===== config.mk =====
export PLATFORM = sky130hd
export DESIGN_NAME = rx_gain_ctrl
export DESIGN_NICKNAME = d
export VERILOG_FILES = /design/src/shared/rx_gain_pkg.sv /design/src/rtl/rx_gain_ctrl.sv
export SDC_FILE = /design/constraint.sdc
export NUM_CORES = 1
export LEC_CHECK = 0
export ABC_AREA = 1
export BUFFER_PORTS_ARGS = -buffer_cell sky130_fd_sc_hd__buf_2
export CORE_MARGIN = 1
export CORE_UTILIZATION = 60
export DETAILED_ROUTE_END_ITERATION = 6
export GPL_TIMING_DRIVEN = 0
export PLACE_DENSITY = 0.8
export SLEW_MARGIN = 10
export SYNTH_ARGS = -nofsm -noshare
export SYNTH_HDL_FRONTEND = slang
export SYNTH_SLANG_ARGS = --single-unit

===== constraint.sdc =====
create_clock -name clk -period 24.1 [get_ports clk]
set_input_delay 4.82 -clock clk [delete_from_list [all_inputs] [get_ports clk]]
set_output_delay 4.82 -clock clk [all_outputs]
set_load 0.005 [all_outputs]

===== src/shared/rx_gain_pkg.sv =====
// Constants, layouts and types for the receiver gain controller
// ---------------------------------------------------------------
// Summary of operation
// - Front gain choice zero lets the automatic loop pick the gain
// - After enable, wait until strength beats wake level twice in a row
// - On wake, pick the best front gain step without host help
// - Hold the chosen gain for the packet; expose it as gain in use
// - Packet mode without auto rearm keeps the same gain next packet
// - Packet mode with auto rearm: after FIFO drain and holdoff, wait again
// - Listen rearm request in hold or holdoff sends the search back to waiting; in pick it is ignored
// - Continuous mode keeps gain until a listen rearm request
// - Five ascending step levels map input power onto six gain steps
// - AFC at startup uses AFC filter width during AFC and gain search
// - Gain reference is noise floor plus NF, SNR, bandwidth and fade terms
// - Digital gain tracker readjusts every two bit periods when enabled
// - Digital gain tracker behaves the same in every transfer mode
// - One-bit I and Q streams are decimated before later stages
// - Channel filtering uses a sixteen tap FIR
// - FSK width divisor is mantissa times two to exponent plus two
// - OOK width divisor is mantissa times two to exponent plus three
// - Mantissa codes zero, one, two select sixteen, twenty, twenty-four
// - Gain choice one to six forces fixed gain; code seven is reserved and acts like zero
// ---------------------------------------------------------------
package rx_gain_pkg;
  localparam logic [7:0] A_CTRL  = 8'h00;
  localparam logic [7:0] A_AMP   = 8'h04;
  localparam logic [7:0] A_WAKE  = 8'h08;
  localparam logic [7:0] A_BW    = 8'h0C;
  localparam logic [7:0] A_AFCBW = 8'h10;
  localparam logic [7:0] A_DIGITAL_GAIN_TRACKER  = 8'h14;
  localparam logic [7:0] A_LVLA  = 8'h18;
  localparam logic [7:0] A_LVLB  = 8'h1C;
  localparam logic [7:0] A_STAT  = 8'h20;
  localparam logic [2:0] GAIN_AUTO = 3'h0;
  localparam logic [2:0] GAIN_MAX  = 3'h1;
  localparam logic [2:0] GAIN_RSVD = 3'h7;
  localparam logic [7:0] WAKE_RST  = 8'hFF;
  localparam logic [4:0] BW_RST    = 5'h0A;
  localparam int DEC_LEN  = 8;
  localparam int FIR_TAPS = 16;
  localparam int SHIFT_FSK = 2;
  localparam int SHIFT_OOK = 3;
  // Reference terms in dB
  localparam int NOISE_FLOOR = -174;
  localparam int NF_DB       = 7;
  localparam int SNR_DB      = 8;
  localparam int FADE_DB     = 5;
  localparam int LOG_HALF_XO = 72;
  localparam int LOG_M16 = 12;
  localparam int LOG_M20 = 13;
  localparam int LOG_M24 = 14;
  localparam int LOG_OCT = 3;
  typedef enum logic [2:0] {
    ST_OFF = 3'b000, ST_WAIT = 3'b001, ST_PICK = 3'b011,
    ST_HOLD = 3'b010, ST_GAP = 3'b110
  } rx_state_e;
  typedef struct packed {
    logic low_idx;
    logic ook;
    logic afc_en;
    logic auto_rearm;
    logic packet_mode;
    logic rx_en;
  } rx_cfg_s;
  typedef struct packed {
    logic [1:0] mant;
    logic [2:0] expo;
  } bw_s;
endpackage


===== src/rtl/rx_gain_ctrl.sv =====
// Receiver gain search, digital gain tracker and channel filter path
`timescale 1ns/1ns
// ---------------------------------------------------------------
// Decimator and 16-tap FIR for one rail
// ---------------------------------------------------------------
module chan_rail
  import rx_gain_pkg::*;
(
  input  wire logic       clk,
  input  wire logic       rst_n,
  input  wire logic       adc_bit,
  input  wire logic       adc_strobe,
  output logic            dec_valid,
  output logic [7:0]      fir_q
);
  logic [2:0] cnt_q;
  logic [3:0] ones_q;
  logic [3:0] dec_q;
  logic [3:0] tap_q [FIR_TAPS];
  logic [7:0] sum;

  // Count ones over a decimation block
  always_ff @(posedge clk or negedge rst_n) begin
    if (!rst_n) begin
      cnt_q     <= '0;
      ones_q    <= '0;
      dec_q     <= '0;
      dec_valid <= 1'b0;
    end else begin
      dec_valid <= 1'b0;
      if (adc_strobe) begin
        cnt_q <= cnt_q + 3'd1;
        if (cnt_q == 3'(DEC_LEN - 1)) begin
          dec_q     <= ones_q + 4'(adc_bit);
          ones_q    <= '0;
          dec_valid <= 1'b1;
        end else begin
          ones_q <= ones_q + 4'(adc_bit);
        end
      end
    end
  end

  // Tap line of the channel filter
  genvar g;
  generate
    for (g = 0; g < FIR_TAPS; g++) begin : taps
      always_ff @(posedge clk or negedge rst_n) begin
        if (!rst_n) begin
          tap_q[g] <= '0;
        end else if (dec_valid) begin
          tap_q[g] <= (g == 0) ? dec_q : tap_q[(g == 0) ? 0 : g - 1];
        end
      end
    end
  endgenerate

  always_comb begin
    sum = '0;
    for (int i = 0; i < FIR_TAPS; i++) begin
      sum = sum + 8'(tap_q[i]);
    end
  end

  always_ff @(posedge clk or negedge rst_n) begin
    if (!rst_n) begin
      fir_q <= '0;
    end else begin
      fir_q <= sum;
    end
  end
endmodule

// ---------------------------------------------------------------
// Top: bus slave, gain search, tracker
// ---------------------------------------------------------------
module rx_gain_ctrl
  import rx_gain_pkg::*;
(
  input  wire logic        clk,
  input  wire logic        reset_n,
  input  wire logic        hsel,
  input  wire logic [31:0] haddr,
  input  wire logic [1:0]  htrans,
  input  wire logic        hwrite,
  input  wire logic [2:0]  hsize,
  input  wire logic [31:0] hwdata,
  input  wire logic        hready,
  output logic             hreadyout,
  output logic             hresp,
  output logic [31:0]      hrdata,
  input  wire logic [7:0]  signal_strength_value,
  input  wire logic        strength_valid,
  input  wire logic        fifo_emptied,
  input  wire logic        bit_tick,
  input  wire logic        adc_i,
  input  wire logic        adc_q,
  input  wire logic        adc_strobe,
  output logic [2:0]       front_gain_in_use,
  output logic [14:0]      filter_divisor,
  output logic [7:0]       agc_reference,
  output logic [2:0]       digital_gain,
  output logic [10:0]      data_i,
  output logic [10:0]      data_q
);
  // ---------------------------------------------------------------
  // Reset release
  // ---------------------------------------------------------------
  logic rs1_q;
  logic rst_n;
  always_ff @(posedge clk or negedge reset_n) begin
    if (!reset_n) begin
      rs1_q <= 1'b0;
      rst_n <= 1'b0;
    end else begin
      rs1_q <= 1'b1;
      rst_n <= rs1_q;
    end
  end

  // ---------------------------------------------------------------
  // Bus slave
  // ---------------------------------------------------------------
  rx_cfg_s    cfg_q;
  bw_s        bw_q;
  bw_s        afc_bw_q;
  logic [2:0] gain_choice_q;
  logic [7:0] wake_q;
  logic [7:0] digital_gain_tracker_setup_q;
  logic [7:0] lvl_q [5];
  logic [3:0] holdoff_q;
  logic       rearm_q;
  logic       wr_q;
  logic [7:0] wa_q;
  logic       take;
  rx_state_e  st_q;
  logic [2:0] gain_q;
  logic [31:0] rd_d;

  assign hreadyout = 1'b1;
  assign hresp     = 1'b0;
  assign take      = hsel && htrans[1] && hready;

  always_comb begin
    rd_d = '0;
    unique case (haddr[7:0])
      A_CTRL:  rd_d = {26'h0, cfg_q};
      A_AMP:   rd_d = {26'h0, front_gain_in_use, gain_choice_q};
      A_WAKE:  rd_d = {24'h0, wake_q};
      A_BW:    rd_d = {27'h0, bw_q};
      A_AFCBW: rd_d = {27'h0, afc_bw_q};
      A_DIGITAL_GAIN_TRACKER:  rd_d = {24'h0, digital_gain_tracker_setup_q};
      A_LVLA:  rd_d = {lvl_q[3], lvl_q[2], lvl_q[1], lvl_q[0]};
      A_LVLB:  rd_d = {20'h0, holdoff_q, lvl_q[4]};
      A_STAT:  rd_d = {13'h0, digital_gain, agc_reference, 5'h0, st_q};
      default: rd_d = '0;
    endcase
  end

  always_ff @(posedge clk or negedge rst_n) begin
    if (!rst_n) begin
      wr_q   <= 1'b0;
      wa_q   <= '0;
      hrdata <= '0;
    end else begin
      wr_q <= take && hwrite;
      if (take) begin
        wa_q <= haddr[7:0];
      end
      if (take && !hwrite) begin
        hrdata <= rd_d;
      end
    end
  end

  always_ff @(posedge clk or negedge rst_n) begin
    if (!rst_n) begin
      cfg_q         <= '0;
      bw_q          <= BW_RST;
      afc_bw_q      <= BW_RST;
      gain_choice_q <= GAIN_AUTO;
      wake_q        <= WAKE_RST;
      digital_gain_tracker_setup_q  <= '0;
      holdoff_q     <= '0;
      rearm_q       <= 1'b0;
      for (int i = 0; i < 5; i++) begin
        lvl_q[i] <= '0;
      end
    end else begin
      rearm_q <= 1'b0;
      if (wr_q) begin
        unique case (wa_q)
          A_CTRL: begin
            cfg_q   <= hwdata[5:0];
            rearm_q <= hwdata[6];
          end
          A_AMP:   gain_choice_q <= hwdata[2:0];
          A_WAKE:  wake_q <= hwdata[7:0];
          A_BW:    bw_q <= hwdata[4:0];
          A_AFCBW: afc_bw_q <= hwdata[4:0];
          A_DIGITAL_GAIN_TRACKER:  digital_gain_tracker_setup_q <= hwdata[7:0];
          A_LVLA: begin
            for (int i = 0; i < 4; i++) begin
              lvl_q[i] <= hwdata[8*i +: 8];
            end
          end
          A_LVLB: begin
            lvl_q[4]  <= hwdata[7:0];
            holdoff_q <= hwdata[11:8];
          end
          default: ;
        endcase
      end
    end
  end

  // ---------------------------------------------------------------
  // Gain search state machine
  // ---------------------------------------------------------------
  logic       above;
  logic [7:0] pwr_q;
  logic       hit_q;
  logic [3:0] gap_q;
  logic [2:0] step;
  logic       fixed;

  assign above = signal_strength_value > wake_q;
  assign fixed = gain_choice_q != GAIN_AUTO && gain_choice_q != GAIN_RSVD;

  // Count levels passed: below level one gives max gain
  always_comb begin
    step = GAIN_MAX;
    for (int i = 0; i < 5; i++) begin
      if (pwr_q > lvl_q[i]) begin
        step = 3'(i + 2);
      end
    end
  end

  // Last strength sample seen while waiting
  always_ff @(posedge clk or negedge rst_n) begin
    if (!rst_n) begin
      pwr_q <= '0;
    end else if (st_q == ST_WAIT && strength_valid) begin
      pwr_q <= signal_strength_value;
    end
  end

  always_ff @(posedge clk or negedge rst_n) begin
    if (!rst_n) begin
      st_q  <= ST_OFF;
      hit_q <= 1'b0;
      gap_q <= '0;
    end else if (!cfg_q.rx_en) begin
      st_q  <= ST_OFF;
      hit_q <= 1'b0;
    end else begin
      unique case (st_q)
        ST_OFF: begin
          st_q  <= ST_WAIT;
          hit_q <= 1'b0;
        end
        ST_WAIT: begin
          if (strength_valid) begin
            hit_q <= above;
            if (above && hit_q) begin
              st_q <= ST_PICK;
            end
          end
        end
        ST_PICK: st_q <= ST_HOLD;
        ST_HOLD: begin
          hit_q <= 1'b0;
          if (rearm_q) begin
            st_q <= ST_WAIT;
          end else if (cfg_q.packet_mode && cfg_q.auto_rearm && fifo_emptied) begin
            st_q  <= ST_GAP;
            gap_q <= '0;
          end
        end
        ST_GAP: begin
          if (rearm_q) begin
            st_q <= ST_WAIT;
          end else if (gap_q >= holdoff_q) begin
            st_q <= ST_WAIT;
          end else if (bit_tick) begin
            gap_q <= gap_q + 4'd1;
          end
        end
        default: st_q <= ST_OFF;
      endcase
    end
  end

  // Chosen gain, held until a new search
  always_ff @(posedge clk or negedge rst_n) begin
    if (!rst_n) begin
      gain_q <= GAIN_MAX;
    end else if (st_q == ST_PICK) begin
      gain_q <= step;
    end
  end

  always_ff @(posedge clk or negedge rst_n) begin
    if (!rst_n) begin
      front_gain_in_use <= GAIN_MAX;
    end else if (fixed) begin
      front_gain_in_use <= gain_choice_q;
    end else begin
      front_gain_in_use <= gain_q;
    end
  end

  // ---------------------------------------------------------------
  // Filter width and gain reference
  // ---------------------------------------------------------------
  bw_s        bw_use;
  logic [4:0] mant_v;
  logic [3:0] shift;
  logic [7:0] mant_db;
  logic [7:0] ref_d;

  // AFC width during startup search
  assign bw_use = (cfg_q.afc_en && st_q != ST_HOLD && st_q != ST_GAP) ? afc_bw_q : bw_q;
  assign shift  = 4'(bw_use.expo) + (cfg_q.ook ? 4'(SHIFT_OOK) : 4'(SHIFT_FSK));

  always_comb begin
    unique case (bw_use.mant)
      2'b00:   mant_v = 5'd16;
      2'b01:   mant_v = 5'd20;
      2'b10:   mant_v = 5'd24;
      default: mant_v = 5'd16;
    endcase
    unique case (bw_use.mant)
      2'b01:   mant_db = 8'(LOG_M20);
      2'b10:   mant_db = 8'(LOG_M24);
      default: mant_db = 8'(LOG_M16);
    endcase
    // Shift already counts the two from 2*width
    ref_d = 8'(NOISE_FLOOR + NF_DB + SNR_DB + FADE_DB + LOG_HALF_XO + LOG_OCT * SHIFT_FSK)
          - mant_db - 8'(LOG_OCT) * 8'(shift);
  end

  always_ff @(posedge clk or negedge rst_n) begin
    if (!rst_n) begin
      filter_divisor <= '0;
      agc_reference  <= '0;
    end else begin
      filter_divisor <= 15'(mant_v) << shift;
      agc_reference  <= ref_d;
    end
  end

  // ---------------------------------------------------------------
  // Channel rails and digital gain tracker
  // ---------------------------------------------------------------
  logic       dv_i;
  logic [7:0] fi;
  logic [7:0] fq;
  logic       bit2_q;
  logic       dstep;
  logic [14:0] wide_i;
  logic [14:0] wide_q;

  chan_rail u_rail_i (
    .clk        (clk),
    .rst_n      (rst_n),
    .adc_bit    (adc_i),
    .adc_strobe (adc_strobe),
    .dec_valid  (dv_i),
    .fir_q      (fi)
  );

  chan_rail u_rail_q (
    .clk        (clk),
    .rst_n      (rst_n),
    .adc_bit    (adc_q),
    .adc_strobe (adc_strobe),
    .dec_valid  (),
    .fir_q      (fq)
  );

  // Two bit periods per step, mode-independent
  assign dstep = bit_tick && bit2_q && digital_gain_tracker_setup_q != '0;
  // Unclipped scaled rails, so the tracker never sees a wrapped value
  assign wide_i = 15'(fi) << digital_gain;
  assign wide_q = 15'(fq) << digital_gain;

  always_ff @(posedge clk or negedge rst_n) begin
    if (!rst_n) begin
      bit2_q <= 1'b0;
    end else if (bit_tick) begin
      bit2_q <= !bit2_q;
    end
  end

  always_ff @(posedge clk or negedge rst_n) begin
    if (!rst_n) begin
      digital_gain <= '0;
    end else if (digital_gain_tracker_setup_q == '0) begin
      digital_gain <= '0;
    end else if (dstep) begin
      if (wide_i[14:10] != '0 || wide_q[14:10] != '0) begin
        if (digital_gain != '0) begin
          digital_gain <= digital_gain - 3'd1;
        end
      end else if (!wide_i[9] && !wide_q[9] && digital_gain != 3'h7) begin
        digital_gain <= digital_gain + 3'd1;
      end
    end
  end

  always_ff @(posedge clk or negedge rst_n) begin
    if (!rst_n) begin
      data_i <= '0;
      data_q <= '0;
    end else if (dv_i) begin
      data_i <= wide_i[10:0];
      data_q <= wide_q[10:0];
    end
  end

  // ---------------------------------------------------------------
  // Checks
  // ---------------------------------------------------------------
  chk_wake_twice: assert property (@(posedge clk) disable iff (!rst_n)
    st_q == ST_WAIT && cfg_q.rx_en && strength_valid && above && hit_q |=> st_q == ST_PICK)
    else $error("wake after two samples missed");
  chk_wake_early: assert property (@(posedge clk) disable iff (!rst_n)
    st_q == ST_WAIT && !(strength_valid && above && hit_q) |=> st_q != ST_PICK)
    else $error("left wait too early");
  chk_pick_gain: assert property (@(posedge clk) disable iff (!rst_n)
    st_q == ST_PICK && cfg_q.rx_en |=> gain_q == $past(step) && st_q == ST_HOLD)
    else $error("gain pick wrong");
  chk_hold_gain: assert property (@(posedge clk) disable iff (!rst_n)
    st_q == ST_HOLD && $past(st_q) == ST_HOLD |-> $stable(gain_q))
    else $error("gain moved in hold");
  chk_no_rearm: assert property (@(posedge clk) disable iff (!rst_n)
    st_q == ST_HOLD && cfg_q.rx_en && cfg_q.packet_mode && !cfg_q.auto_rearm && !rearm_q
    |=> st_q == ST_HOLD)
    else $error("hold left without rearm");
  chk_auto_gap: assert property (@(posedge clk) disable iff (!rst_n)
    st_q == ST_HOLD && cfg_q.rx_en && cfg_q.packet_mode && cfg_q.auto_rearm
    && fifo_emptied && !rearm_q |=> st_q == ST_GAP)
    else $error("auto rearm missed");
  chk_rearm_req: assert property (@(posedge clk) disable iff (!rst_n)
    (st_q == ST_HOLD || st_q == ST_GAP) && rearm_q && cfg_q.rx_en |=> st_q == ST_WAIT)
    else $error("rearm request ignored");
  chk_rearm_clear: assert property (@(posedge clk) disable iff (!rst_n)
    rearm_q && !wr_q |=> !rearm_q)
    else $error("rearm did not clear");
  chk_disable_off: assert property (@(posedge clk) disable iff (!rst_n)
    !cfg_q.rx_en |=> st_q == ST_OFF)
    else $error("disable kept search");
  chk_fixed_gain: assert property (@(posedge clk) disable iff (!rst_n)
    fixed |=> front_gain_in_use == $past(gain_choice_q))
    else $error("fixed gain not applied");
  chk_digital_gain_tracker_rate: assert property (@(posedge clk) disable iff (!rst_n)
    digital_gain != $past(digital_gain) && $past(digital_gain_tracker_setup_q) != '0
    |-> $past(bit_tick) && $past(bit2_q))
    else $error("tracker stepped off rate");
endmodule


# After elaboration in Yosys (flattened, before gate mapping)
# Index checks and enable logic that the tools add are counted.
# Widths: inputs -> output; s select.
# word_totals
elab_cells	256
in_bits	88
regBits	362
# op_classes
mux	41
eq_ne	38
mul	1
addsub	40
shift	3
reduce_logical	47
order_cmp	7
# ops
cell	n
$pmux 32 s9	1
$add 8x4->8	28
$eq 8x5->1 const B	8
$mux 3	17
$gt 8x8->1	6
$eq 8x4->1 const B	4
$shl 8x3->15	2
$mux 4	7
$logic_not 8->1	3
$reduce_and 2->1	11
$eq 8x3->1 const B	2
$pmux 4 s2	2
$logic_and 1x1->1	15
$pmux 3 s5	1
$shl 5x4->15	1
$ne 3x2->1 const B	4
$ne 3x3->1 const B	4
$add 4x4->5	2
$ne 2x2->1 const B	5
$reduce_bool 5->1	2
$add 3x1->3 const B	3
$eq 3x3->1 const B	3
$mux 1	9
$reduce_bool 3->1	3
other kinds (27)	34

# Logic depth before layout (Yosys ltp)
# depth
depth_word	15
mapped_depth	23
depth_no_buf	23

# Cells and area by module
# A second synthesis with hierarchy kept.
# unflattened
cells_unflattened	2122
hier_area_um2	19570.0
# by_module_without_submodules
mod	instances	area_each_um2	cells_per_inst
rx_gain_ctrl	1	10085.9	1206
chan_rail at u_rail_q	1	4757.1	457
chan_rail at u_rail_i	1	4727.0	459

# Least setup slack after synthesis
# No wires, ideal clock.
# synth_timing
kind	input to register
from	input hready
to	register hrdata[27]
required_time_ns	23.967
arrival_ns	5.768
path_stages	7
path_slack_ns	18.199
n_path_buf	2
path_cell_list	nand3_1 > nor2_2 > inv_1 > buf_2 > clkbuf_1 > nand2_1 > o31ai_1
# synth_via
elab_chain_len	2
# synth_lines
element	line_no	text
start: declaration	rx_gain_ctrl.sv:88	input wire logic hready,
$logic_and 1x1->1	rx_gain_ctrl.sv:142	assign take = hsel && htrans[1] && hready;
$logic_and 1x1->1	rx_gain_ctrl.sv:170	if (take && !hwrite) begin
end signal: assignment	rx_gain_ctrl.sv:171	hrdata <= rd_d;
end: declaration	rx_gain_ctrl.sv:91	output logic [31:0] hrdata,
# Every way passes these cells.
# A chain may end at the register's enable or synchronous reset.

# Worst setup path in the final report
# layout_timing
from	input hready
to	register hrdata[28]
# The elaborated chain is that of the path after synthesis.

==> impl_metrics.py <==
metrics = {
    "detailed_routing": {
        "ant_nets": 0,
        "drc": 0,
        "viasPerCell": 5.59,
        "drt_iter0_drc": 1265,
        "via_count": 15171,
        "wl_per_cell_um": 17.4,
        "totalWireLength_mm": 47.3,
        "drtPass1Iterations": 6,
    },
    "clock_tree": {
        "cts_hold_buf": 0,
        "cts-resized-gates": 0,
        "cts_tree": "yes",
        "postCtsSetupBuffers": 0,
        "clock_tree.htree_level_count": 2,
        "clk_pin_slew_ns": 0.06,
        "cts_made_buffers": 39,
        "cts-root-buf": "clkbuf_16",
        "cts_max_path_buffers": 3,
        "clkLatencyLatePin_ns": 0.53,
        "clock_sinks": 360,
    },
    "global_route": {
        "grt_usage_pct": 29.8,
        "grt_pass1_vias": 15576,
        "antenna_found_initial": 1,
        "grt_pass1_wl_mm": 78.0,
        "globalRoute.totalOverflow": 0,
        "grt_max_degree": 68,
    },
    "layout": {
        "fin_nets": 2586,
        "drive_above_1_share_pct": 13.1,
        "fill_cells": 2402,
        "area_delta_synth_final_pct": 14.1,
    },
    "synthesis": {
        "synth-simple-area-share_pct": 14.4,
        "yosysWarnings": 0,
        "synth-adder-area-share_pct": 18.0,
        "ys_top_cells_by_area": "dfrtp_1 44%, fa_1 11%, nand2_1 8.6%",
        "syn_area_mm2": 0.0195,
        "synth_top_area_share_pct": 44.4,
        "avgSynthCellArea_um2": 9.32,
        "ys_seq_area_share_pct": 46.3,
        "ys_ff_latch": 360,
        "synthMuxAreaShare_pct": 0.751,
        "yosysUniqueCellTypes": 54,
        "synthCells": 2092,
        "synth_compound_area_share_pct": 11.3,
        "synth_top_family_by_area": "adder cells",
        "synth-xor-area-share_pct": 1.03,
        "synth.largest_area_cell": "dfrtp_1",
    },
    "sta": {
        "fin_crit_sh_pct": 25.5,
        "report.final.slew_viol_count": 0,
        "rsz0062_at_grt": "no",
        "relSlewSlack_pct": 44.1,
        "final-setup-viol-count": 0,
        "fin_setup_tns_ns": 0,
        "worstMarginPinSlew_ns": 0.838,
        "holdWs_ns": 0.356,
        "period_needed_ns": 6.15,
        "hold_violations": 0,
        "fmax_ghz": 0.163,
        "fin_worst_skew_ns": 0.0114,
    },
    "flow_run": {
        "drv_cap": 0,
    },
    "placed_design": {
        "io_buffers": 139,
        "dp_hpwl_mm": 35.2,
        "gp_congestion": 0.924,
    },
    "floorplan": {
        "die_y_um": 182,
        "io-pin-count": 173,
        "rows": 65,
        "dieArea_mm2": 0.0332,
        "start_util_pct": 61.5,
        "core_area_mm2": 0.0317,
        "dieWidth_um": 182,
    },
    "critical_path": {
        "critPathCapture": "hrdata[28]",
        "r2r_cells": 22,
        "rrSetupSlack_ns": 18.14,
        "critPathCaptureType": "flip-flop",
        "cp.required_ns": 24.49,
        "cp.arrival_ns": 6.53,
        "timing.rr.start": "u_rail_i.tap_q[58]",
        "crit_start": "hready",
        "cp-start-kind": "input port",
        "path_class": "input port to flip-flop",
        "cp_max_fo": 10,
        "r2r-end": "u_rail_i.fir_q[7]",
    },
    "run_status": {
        "status": "finished, final reports clean",
    },
    "worst_hold_path": {
        "hold_path.class": "flip-flop to flip-flop",
    },
}
-- layout by cell type (no fill, tap or decap), drive strengths merged, types with 5 or more instances in the layout --
cell,Yosys,final
a21oi,87,87
a31oi,6,6
buf,24,168
bufinv,0,6
clkbuf,48,105
clkinv,0,7
conb,2,5
dfrtp,346,346
dfstp,14,14
fa,103,103
ha,115,115
inv,330,330
mux2,13,13
nand2,464,464
nand3,72,72
nand4,7,7
nor2,109,109
nor3,8,8
o21ai,240,240
o221ai,12,12
o22ai,26,26
o31ai,13,13
xnor2,7,7
xor2,16,16
-- layer usage --
metal / part of all wire, % / GRT usage (%)
met1: 43 / 41.6
met2: 47 / 48.4
met3: 6.4 / 4.17
met4: 2.7 / 9.88
met5: 0 / 0
-- metrics by stage --
stage	instance area, um^2	cells	util (%)	setup slack (ns)
after CTS	22200	2712	70.1	18.02
after global placement	20700	2636	65.3	9.83
after detailed placement	20800	2641	65.7	17.49
after global routing	22200	2712	70.1	17.86
after floorplan	19500	2095	-	13.35
final	22200	2713	70.1	17.95
-- logic make-up after synthesis --
kind of cell	Yosys count
simple gates	671
mux	13
compound gates	403
buf+inv	402
fa+ha+maj	218
xor+xnor	23
flops	360
other cells	2
-- how the worst min path moves through the flow --
stage	start	endpoint	slack, ns	cells past startpoint
after floorplan	rs1_q	rst_n	0.33	0
after global placement	rs1_q	rst_n	0.34	0
after detailed placement	rs1_q	rst_n	0.34	0
after CTS	rs1_q	rst_n	0.36	0
after global routing	rs1_q	rst_n	0.37	0
final	rs1_q	rst_n	0.36	0
-- final cells by class --
cell class	instances	area (um^2)	share of cell area [%]
repair buffers	144	826	3.71
clock inverters	14	234	1.05
clock buffers	57	1180	5.29
multi-input cells	1333	8890	39.9
flip-flops and latches	360	9030	40.6
well taps	402	503	2.26
inverters	330	1240	5.58
plain buffers	72	349	1.57
diodes	1	2.50	0.0112
-- cell usage after synthesis, drive strengths merged --
master / count
o21bai: 1
clkbuf: 48
o2111ai: 2
and2: 1
o22ai: 26
nor3: 8
o211ai: 2
o32ai: 1
a21oi: 87
a22o: 1
mux2: 13
nor3b: 1
a211oi: 4
o21a: 3
conb: 2
xnor2: 7
o2111a: 1
xor2: 16
a21boi: 1
fa: 103
o211a: 2
o21ai: 240
o2bb2ai: 1
o31ai: 13
nor2: 109
a31oi: 6
dfrtp: 346
nand4: 7
inv: 330
ha: 115
nand2: 464
nor4: 4
nand3: 72
dfstp: 14
nand3b: 1
or2: 4
buf: 24
o221ai: 12
-- flip-flops by register name (all words and copies together), names as in the netlist, 8 cells and up --
signal,cells
agc_reference,8
data_i,11
data_q,11
digital_gain_tracker_setup_q,8
filter_divisor,13
hrdata,32
lvl_q,40
pwr_q,8
u_rail_i.fir_q,8
u_rail_i.tap_q,64
u_rail_q.fir_q,8
u_rail_q.tap_q,64
wa_q,8
wake_q,8
-- worst max-delay path, cell delays in order --
cell and delay, ns:
buf_2 0.07, nand3_1 0.21, nor2_2 0.54, inv_1 0.13, buf_2 0.22, clkbuf_1 0.30
nand2_1 0.14, o31ai_1 0.07
Power is not shown: default switching activity piles up to over one toggle a cycle in this logic, so the estimate is an artifact.
